--- config.mk ---
export PLATFORM = sky130hd
export DESIGN_NAME = uncore_event_selector
export DESIGN_NICKNAME = d
export VERILOG_FILES = /design/src/uncore_event_pkg.sv /design/src/uncore_event_selector.sv
export SDC_FILE = /design/constraint.sdc
export NUM_CORES = 1
export LEC_CHECK = 0
export ABC_CLOCK_PERIOD_IN_PS = 2200
export BUFFER_PORTS_ARGS = -buffer_cell sky130_fd_sc_hd__buf_2
export CAP_MARGIN = 20
export CORE_ASPECT_RATIO = 1.4
export CORE_MARGIN = 1.5
export CORE_UTILIZATION = 47
export DETAILED_ROUTE_END_ITERATION = 12
export PLACE_DENSITY = 0.76
export SLEW_MARGIN = 0
export SYNTH_ARGS = -nofsm -noshare
export SYNTH_HDL_FRONTEND = slang
export SYNTH_SLANG_ARGS = --single-unit
--- constraint.sdc ---
create_clock -name mclk_i -period 2.2 [get_ports mclk_i]
set_input_delay 0.22 -clock mclk_i [delete_from_list [all_inputs] [get_ports mclk_i]]
set_output_delay 0.22 -clock mclk_i [all_outputs]
set_load 0.02 [all_outputs]
--- src/uncore_event_pkg.sv ---
// constants and carrier types for the uncore event selector
// assumes event sources deliver one-cycle pulses or per-cycle levels on mclk_i
// Operation
// - event 30H counts cancel requests: mask 04H channel 2, 07H any channel
// - event 31H counts priority updates: 01H/02H/04H channel 0/1/2, 07H any
// - priority update raised on isochronous high/critical hit of issued normal request
// - event 33H mask 04H counts force-ack conflict messages to local home
// - event 40H counts single-flit channel stall cycles; 01H-20H pick channel and link
// - event 40H mask 07H link 0, 38H link 1 any single-flit stall
// - stall cycles count even when another channel wins arbitration
// - event 41H counts multi-flit stall cycles per channel and link by mask 01H-10H; link 1 ncs is not selectable
package uncore_event_pkg;
  localparam int EVT_W = 8;
  localparam int MASK_W = 8;
  localparam int CNT_W_DEF = 48;
  localparam int CH_N = 3;

  localparam logic [EVT_W-1:0] EVT_CANCEL = 8'h30;
  localparam logic [EVT_W-1:0] EVT_PRIO_UPDATE = 8'h31;
  localparam logic [EVT_W-1:0] EVT_FRC_ACK = 8'h33;
  localparam logic [EVT_W-1:0] EVT_SINGLE_STALL = 8'h40;
  localparam logic [EVT_W-1:0] EVT_MULTI_STALL = 8'h41;

  localparam logic [MASK_W-1:0] MASK_CH0 = 8'h01;
  localparam logic [MASK_W-1:0] MASK_CH1 = 8'h02;
  localparam logic [MASK_W-1:0] MASK_CH2 = 8'h04;
  localparam logic [MASK_W-1:0] MASK_ANY = 8'h07;
  localparam logic [MASK_W-1:0] MASK_LOCAL = 8'h04;
  localparam logic [MASK_W-1:0] MASK_L1_B0 = 8'h08;
  localparam logic [MASK_W-1:0] MASK_L1_B1 = 8'h10;
  localparam logic [MASK_W-1:0] MASK_L1_B2 = 8'h20;
  localparam logic [MASK_W-1:0] MASK_LINK0 = 8'h07;
  localparam logic [MASK_W-1:0] MASK_LINK1 = 8'h38;

  // per-link single-flit stall levels
  typedef struct packed {
    logic home;
    logic snoop;
    logic non_data_response_channel;
  } single_stall_t;

  // per-link multi-flit stall levels; link 1 ncs is not selectable here
  typedef struct packed {
    logic data_response_channel;
    logic non_coherent_bypass_channel;
    logic non_coherent_standard_channel;
  } multi_stall_t;

  // home-logic request seen this cycle, used to raise priority updates
  typedef struct packed {
    logic valid;
    logic isochronous_request;
    logic [1:0] channel;
    logic match_normal_issued;
  } home_req_t;

  typedef struct packed {
    logic [EVT_W-1:0] event_code;
    logic [MASK_W-1:0] unit_mask;
  } select_t;
endpackage

--- src/uncore_event_selector.sv ---
// event decode and counter for uncore performance monitoring
// assumes all inputs synchronous to mclk_i; software holds select stable while counting
`timescale 1ns/1ps
module uncore_event_selector #(
  parameter int CNT_W = uncore_event_pkg::CNT_W_DEF
) (
  // clock and reset
  input wire logic mclk_i,
  input wire logic rst_i,
  // software control
  input wire uncore_event_pkg::select_t select_i,
  input wire logic count_enable_i,
  input wire logic count_clear_i,
  // memory controller events, one-cycle pulses per channel
  input wire logic [uncore_event_pkg::CH_N-1:0] memory_cancel_event_i,
  input wire logic [uncore_event_pkg::CH_N-1:0] memory_priority_update_event_i,
  // home logic
  input wire uncore_event_pkg::home_req_t home_req_i,
  input wire logic force_ack_conflict_event_i,
  // link stall levels
  input wire uncore_event_pkg::single_stall_t single_stall_link0_i,
  input wire uncore_event_pkg::single_stall_t single_stall_link1_i,
  input wire uncore_event_pkg::multi_stall_t multi_stall_link0_i,
  input wire uncore_event_pkg::multi_stall_t multi_stall_link1_i,
  // results
  output logic [CNT_W-1:0] count_o,
  output logic select_valid_o,
  output logic priority_update_o,
  output logic [uncore_event_pkg::CH_N-1:0] priority_update_ch_o
);
  import uncore_event_pkg::*;

  logic [CNT_W-1:0] count_reg;
  logic [CNT_W-1:0] count_next;
  logic prio_reg;
  logic [CH_N-1:0] prio_ch_reg;
  logic [CH_N-1:0] prio_ch_next;
  logic valid_reg;

  // selection fields
  wire [EVT_W-1:0] evt = select_i.event_code;
  wire [MASK_W-1:0] msk = select_i.unit_mask;

  // flattened stall widths and the channel 2 bit position
  localparam int SINGLE_N = 2 * $bits(single_stall_t);
  localparam int MULTI_N = 5;
  localparam int CH2_IDX = 2;

  // event code decode
  wire evt_cancel = (evt == EVT_CANCEL);
  wire evt_prio = (evt == EVT_PRIO_UPDATE);
  wire evt_frc = (evt == EVT_FRC_ACK);
  wire evt_single = (evt == EVT_SINGLE_STALL);
  wire evt_multi = (evt == EVT_MULTI_STALL);

  // unit mask decode; only exact encodings match, so mixed masks hold the count
  wire msk_ch0 = (msk == MASK_CH0);
  wire msk_ch1 = (msk == MASK_CH1);
  wire msk_ch2 = (msk == MASK_CH2);
  wire msk_any = (msk == MASK_ANY);
  wire msk_local = (msk == MASK_LOCAL);
  wire msk_l1_b0 = (msk == MASK_L1_B0);
  wire msk_l1_b1 = (msk == MASK_L1_B1);
  wire msk_l1_b2 = (msk == MASK_L1_B2);
  wire msk_link0 = (msk == MASK_LINK0);
  wire msk_link1 = (msk == MASK_LINK1);
  wire msk_one_ch = msk_ch0 | msk_ch1 | msk_ch2;
  wire msk_one_l1 = msk_l1_b0 | msk_l1_b1 | msk_l1_b2;

  // priority update from home logic: isochronous hit on an issued normal request
  wire prio_raise = home_req_i.valid & home_req_i.isochronous_request
    & home_req_i.match_normal_issued;
  always_comb begin
    prio_ch_next = '0;
    if (prio_raise && home_req_i.channel < 2'(CH_N)) begin
      prio_ch_next[home_req_i.channel] = 1'b1;
    end
  end

  // internal updates merged with those reported by the controller
  wire [CH_N-1:0] prio_evt = memory_priority_update_event_i | prio_ch_next;

  // cancel: channel 2 and any
  wire hit_cancel_ch2 = evt_cancel & msk_ch2;
  wire hit_cancel_any = evt_cancel & msk_any;
  wire cancel_ch2 = memory_cancel_event_i[CH2_IDX];
  wire cancel_any = |memory_cancel_event_i;
  wire inc_cancel_ch2 = hit_cancel_ch2 & cancel_ch2;
  wire inc_cancel_any = hit_cancel_any & cancel_any;
  wire inc_cancel = inc_cancel_ch2 | inc_cancel_any;

  // priority updates per channel and any
  wire hit_prio = evt_prio & (msk_one_ch | msk_any);
  wire [CH_N-1:0] prio_sel = prio_evt & msk[CH_N-1:0];
  wire inc_prio = hit_prio & (|prio_sel);

  // force-ack conflicts to local home
  wire hit_frc = evt_frc & msk_local;
  wire inc_frc = hit_frc & force_ack_conflict_event_i;

  // single-flit stalls; raw stall levels, no arbitration qualifier
  wire [SINGLE_N-1:0] single_vec = {single_stall_link1_i.non_data_response_channel,
    single_stall_link1_i.snoop, single_stall_link1_i.home,
    single_stall_link0_i.non_data_response_channel,
    single_stall_link0_i.snoop, single_stall_link0_i.home};
  wire single_one = msk_one_ch | msk_one_l1;
  wire single_grp = msk_link0 | msk_link1;
  wire hit_single = evt_single & (single_one | single_grp);
  wire [SINGLE_N-1:0] single_sel = single_vec & msk[SINGLE_N-1:0];
  wire inc_single = hit_single & (|single_sel);

  // multi-flit stalls; link 1 ncs lies outside the counted set
  wire [MULTI_N-1:0] multi_vec = {multi_stall_link1_i.non_coherent_bypass_channel,
    multi_stall_link1_i.data_response_channel,
    multi_stall_link0_i.non_coherent_standard_channel,
    multi_stall_link0_i.non_coherent_bypass_channel,
    multi_stall_link0_i.data_response_channel};
  wire hit_multi = evt_multi & (msk_one_ch | msk_l1_b0 | msk_l1_b1);
  wire [MULTI_N-1:0] multi_sel = multi_vec & msk[MULTI_N-1:0];
  wire inc_multi = hit_multi & (|multi_sel);

  wire sel_ok = hit_cancel_ch2 | hit_cancel_any | hit_prio | hit_frc
    | hit_single | hit_multi;
  wire inc = count_enable_i & (inc_cancel | inc_prio | inc_frc | inc_single
    | inc_multi);

  // clear wins only against stale counts; an event in the clear cycle counts as one
  always_comb begin
    if (count_clear_i) begin
      count_next = inc ? CNT_W'(1) : '0;
    end else if (inc) begin
      count_next = count_reg + CNT_W'(1);
    end else begin
      count_next = count_reg;
    end
  end

  // event counter
  always_ff @(posedge mclk_i) begin
    if (rst_i) begin
      count_reg <= '0;
    end else begin
      count_reg <= count_next;
    end
  end

  // priority update pulse
  always_ff @(posedge mclk_i) begin
    if (rst_i) begin
      prio_reg <= 1'b0;
    end else begin
      prio_reg <= prio_raise;
    end
  end

  // one-hot channel of the update; channel 3 gives the pulse alone
  always_ff @(posedge mclk_i) begin
    if (rst_i) begin
      prio_ch_reg <= '0;
    end else begin
      prio_ch_reg <= prio_ch_next;
    end
  end

  // defined-selection flag, one cycle behind the select
  always_ff @(posedge mclk_i) begin
    if (rst_i) begin
      valid_reg <= 1'b0;
    end else begin
      valid_reg <= sel_ok;
    end
  end

  assign count_o = count_reg;
  assign select_valid_o = valid_reg;
  assign priority_update_o = prio_reg;
  assign priority_update_ch_o = prio_ch_reg;
endmodule

After elaboration in Yosys (flattened, before gate mapping):

Cells that the tools add are included.

* word-level logic and storage cells: 73
* bits of input ports: 44
* register bits after elaboration: 53
* output and inout bits: 53

* multiplexer cells: 6
* equality and inequality tests: 13
* order comparisons: 3
* add/subtract/negate cells: 1
* reductions and logical operators: 7
* bitwise logic cells: 39

Operators by type and width (count)
* 48-bit two-way mux: 2
* 48-bit by 1-bit adder with 48-bit output, second input constant: 1
* 8-bit by 6-bit == test with 1-bit output, second input constant: 5
* 1-bit OR: 20
* 8-bit by 3-bit == test with 1-bit output, second input constant: 2
* 8-bit by 7-bit == test with 1-bit output, second input constant: 2
* 1-bit AND: 15
* 8-bit by 1-bit == test with 1-bit output, second input constant: 1
* 8-bit by 2-bit == test with 1-bit output, second input constant: 1
* 8-bit by 4-bit == test with 1-bit output, second input constant: 1
* 8-bit by 5-bit == test with 1-bit output, second input constant: 1
* 6-bit AND: 1
* 3-bit OR reduction: 2
* 6-bit OR reduction: 1
* 5-bit AND: 1
* 5-bit OR reduction: 1
* 3-bit AND: 1
* 2-bit by 3-bit less-than comparator with 1-bit output, second input constant: 1
* 3-bit two-way mux: 1
* 3-bit OR: 1
* 1-bit demux with 2-bit select: 1
* 2-bit by 1-bit >= comparator with 1-bit output, second input constant: 1
* 1-bit logical AND: 2
* 2-bit less-than comparator, second input constant: 1
* 2 further kinds: 3

Longest topological paths before layout:

* depth in word-level cells: 16
* depth in mapped cells: 11

Worst setup path before layout:

Ideal clock, no wire load.

* path type: reg2reg
* from: register count_reg[6] (netlist: count_o[6])
* to: register count_reg[44] (netlist: count_o[44])
* cell stages (with the launch flop): 9
* path slack: -278 ps
* required time: 2141 ps
* arrival time: 2419 ps
* path through: dfxtp_1 and4_1 buf_2 nand3_2 and4bb_2 nand4_1 or4_1 or4_1 nand2_1

* cells in the longest elaborated chain, start to end: 3

Ends and longest elaborated chain
* from (decl): line uncore_event_selector.sv:33 `logic [CNT_W-1:0] count_reg;`
* from (signal assigned): line uncore_event_selector.sv:143 `count_reg <= count_next;`
* 48-bit by 1-bit adder with 48-bit output: line uncore_event_selector.sv:132 `count_next = count_reg + CNT_W'(1);`
* 48-bit two-way mux: line uncore_event_selector.sv:131 `end else if (inc) begin`
* 48-bit two-way mux: line uncore_event_selector.sv:129 `if (count_clear_i) begin`

No other way between the ends. The select of a mux whose other input is x is not followed.
A chain may end at the register's enable or synchronous reset.

Worst setup path after layout:

* from: register count_reg[23] (netlist: count_o[23])
* to: register count_reg[44] (netlist: count_o[44])

The elaborated chain is that of the path after synthesis.

==> flow_metrics.tcl <==
set metrics [dict create \
    ant_nets 0 \
    synthArstFlopShare_pct 0 \
    drc_errors 0 \
    dr_total_vias 4016 \
    synth_cell_types 50 \
    post-route-min-period_ns 2.28 \
    initial_utilization_pct 48.1 \
    n_antenna_cell 0 \
    ios 97 \
    clkPwrFrac_pct 34.8 \
    worst_pin_slew_ns 0.560 \
    track_usage_pct 29.9 \
    synthTopCellsByArea "dfxtp_1 (32%), or3_1 (8.1%), o311ai_0 (7.1%), o41ai_1 (7.1%), nand2_1 (4.5%)" \
    p_leak_nw 2.02 \
    layout-drive-gt1-share_pct 46.5 \
    synth_area_leader_cell "dfxtp_1" \
    route.detailed.vias_per_inst 6.44 \
    arrival_ns 2.56 \
    power_mw 1.83 \
    setup_ws_ns -0.0798 \
    pwr-share-comb_pct 12.8 \
    ir_worst_vdd_uv 339 \
    clk_path_buf_depth 2 \
    core_um2 6890 \
    rsz0062_at_grt "yes" \
    avgSynthCellArea_um2 8.41 \
    wirelength_mm 11.7 \
    synth_warnings 0 \
    final-max-slew-violation-count 0 \
    fin_nets 573 \
    critPathKind "flop to flop" \
    cp_max_fo 4 \
    drt_first_pass_iters 5 \
    max-slew-margin-rel_pct 62.6 \
    seq_area_frac_synth_pct 32.0 \
    root_buffer "clkbuf_8" \
    die-area_um2 7570 \
    swShare_pct 26.4 \
    gp_congestion 0.911 \
    ys.flop_type "dfxtp_1" \
    worst_setup_path_start_kind "flop" \
    seqPwrFrac_pct 52.4 \
    antenna_found_initial 0 \
    fin_skew_ns 0.0128 \
    area_growth_pct 48.5 \
    run_status "finished with violations" \
    synth_edf_count 0 \
    cts.sinks 53 \
    r2r_setup_slack_ns -0.08 \
    htreeDepth 2 \
    hold_class "primary input to flop" \
    hold_violations 0 \
    max_cap_violations 0 \
    grt_max_degree 35 \
    grt_pass1_vias 3806 \
    drtIter0Drc 376 \
    cts_buffers 5 \
    syn_nets 439 \
    internal_power_mw 1.34 \
    end_kind "flop" \
    clkTransAtPathRegs_ns 0.10 \
    row_count 36 \
    fin_crit_sh_pct 104 \
    io_buffers 95 \
    clock_latency_ns 0.33 \
    die_h_um 102 \
    die_x_um 74.0 \
    synth_area_um2 3310 \
    wl_per_cell_um 18.7 \
    synthesis.instances 394 \
    finalSetupTns_ns -0.0880 \
    required_ns 2.48 \
    switchingPower_uw 483 \
    yosysTopAreaCellShare_pct 32.0 \
    hpwl_mm 8.09 \
    cts_tree "done" \
    violations "negative setup slack" \
    grt_overflow 0 \
    grt_pass1_wl_mm 17.8 \
    ys_seq_elements 53 \
    power.density_nw_per_um2 371 \
    timing.fmax_mhz 439 \
    setup_viol 2 \
]
## timing repair
item | CTS | global route
endpoints found under the setup margin | 6 | 38
pin swaps | 2 | 3
gates resized for setup | 8 | 28
gates cloned | 0 | 1
hold buffers | 0 | 0
setup buffers | 0 | 1
endpoints found under the hold margin | 0 | 0
## worst max-delay path, stage by stage, from the launching register on
cell and delay [ns]:
dfxtp_2 0.36, and4_1 0.21, nand4_1 0.18, and4bb_2 0.41
nand4_1 0.14, or4_1 0.45, or4_1 0.42, nand2_1 0.07
## cell families (layout without fill, tap and decap cells)
kind of cell | count (synthesis) | after routing | share of synthesized area (%)
AOI/OAI and AO/OA | 81 | 81 | 20.0
xor gates and xnor gates | 5 | 5 | 1.32
adders and majority gates | 1 | 1 | 0.378
buffers and inverters | 41 | 176 | 6.12
DFF | 53 | 53 | 32.0
muxes | 15 | 15 | 4.57
and+or+nand+nor | 198 | 198 | 35.6
## power groups by stage
| stage | Sequential [mW] | Clock (mW) | Combinational, mW |
|---|---|---|---|
| 2_1_floorplan | 0.981 | 0 | 0.114 |
| 3_3_place_gp | 0.979 | 0 | 0.218 |
| 3_5_place_dp | 0.980 | 0 | 0.224 |
| 4_1_cts | 0.957 | 0.637 | 0.225 |
| 5_1_grt | 0.957 | 0.667 | 0.253 |
| 6_report | 0.957 | 0.635 | 0.234 |
## cell type report
cell class / instances / area (µm²)
multi-input cells: 300 / 2520
fillers: 536 / 1970
repair buffers: 166 / 1090
flip-flops and latches: 53 / 1080
well taps: 95 / 119
clock buffers: 7 / 96.3
inverters: 2 / 7.51
clock inverters: 1 / 5.00
## final timing paths
kind,startpoint,to,depth (start not counted)
worst max-delay path,count_o[23],count_o[44],7
worst max register to register,count_o[23],count_o[44],7
worst min register to register,count_o[37],count_o[37],2
worst min-delay path,home_req_i[1],priority_update_ch_o[2],2
## Yosys cell counts, drive strengths merged (2+ instances only)
| cell | instances |
|---|---|
| and3 | 2 |
| xor2 | 3 |
| dfxtp | 53 |
| nor2 | 10 |
| xnor2 | 2 |
| or2 | 5 |
| nand2 | 40 |
| nor3b | 5 |
| o21ai | 4 |
| clkbuf | 29 |
| o211ai | 5 |
| inv | 2 |
| nor2b | 3 |
| nand3 | 29 |
| a222oi | 2 |
| or3 | 44 |
| and2 | 2 |
| mux2i | 14 |
| nand2b | 3 |
| nand4 | 18 |
| o311ai | 27 |
| nor3 | 6 |
| nor4 | 12 |
| a22oi | 4 |
| a31oi | 2 |
| a21oi | 3 |
| or4 | 7 |
| nor4b | 2 |
| and4 | 7 |
| buf | 10 |
| o41ai | 27 |
## per-stage QoR
| stage | hold slack (ns) | setup WS (ns) | util, % | cell area [µm²] | cells |
|---|---|---|---|---|---|
| 3_3_place_gp | 0.442 | -0.256 | 66.6 | 4590 | 614 |
| 4_1_cts | 0.108 | -0.0452 | 68.7 | 4740 | 622 |
| 6_report | 0.112 | -0.0798 | 71.4 | 4920 | 624 |
| 2_1_floorplan | 0.296 | -0.142 | - | 3640 | 394 |
| 5_1_grt | 0.114 | -0.115 | 71.4 | 4920 | 624 |
| 3_5_place_dp | 0.452 | -0.415 | 66.6 | 4590 | 614 |
## routing by layer
metal	track usage, %	up-vias	wire (µm)
met4	17.1	0	521
met5	0	-	0
li1	-	1850	-
met2	53.1	210	6120
met1	33.0	1907	4360
met3	4.64	49	679
## registers in the layout, summed over array words and instances (netlist names)
| signal | cells |
|---|---|
| count_o | 48 |
| priority_update_ch_o | 3 |
| priority_update_o | 1 |
| select_valid_o | 1 |
## placed cells by master (no fill, tap or decap), types with 4 or more instances in the layout
| master | netlist | final |
|---|---|---|
| o311ai_2 | 0 | 8 |
| nand2_1 | 40 | 40 |
| buf_12 | 0 | 4 |
| nand3_1 | 28 | 26 |
| nor3b_1 | 5 | 4 |
| o311ai_4 | 0 | 10 |
| or4_1 | 7 | 7 |
| o41ai_1 | 27 | 18 |
| and4_1 | 7 | 4 |
| a22oi_1 | 4 | 4 |
| o211ai_1 | 5 | 5 |
| nand4_1 | 18 | 18 |
| nor2_1 | 10 | 9 |
| mux2i_1 | 14 | 14 |
| or3_1 | 43 | 41 |
| or2_2 | 5 | 5 |
| clkbuf_8 | 0 | 7 |
| nor3_1 | 6 | 6 |
| nor4_4 | 1 | 10 |
| o311ai_1 | 0 | 9 |
| dfxtp_1 | 53 | 39 |
| o41ai_2 | 0 | 9 |
| dfxtp_2 | 0 | 12 |
| buf_2 | 3 | 94 |
| buf_4 | 0 | 64 |
(Power assumes the default switching activity.)
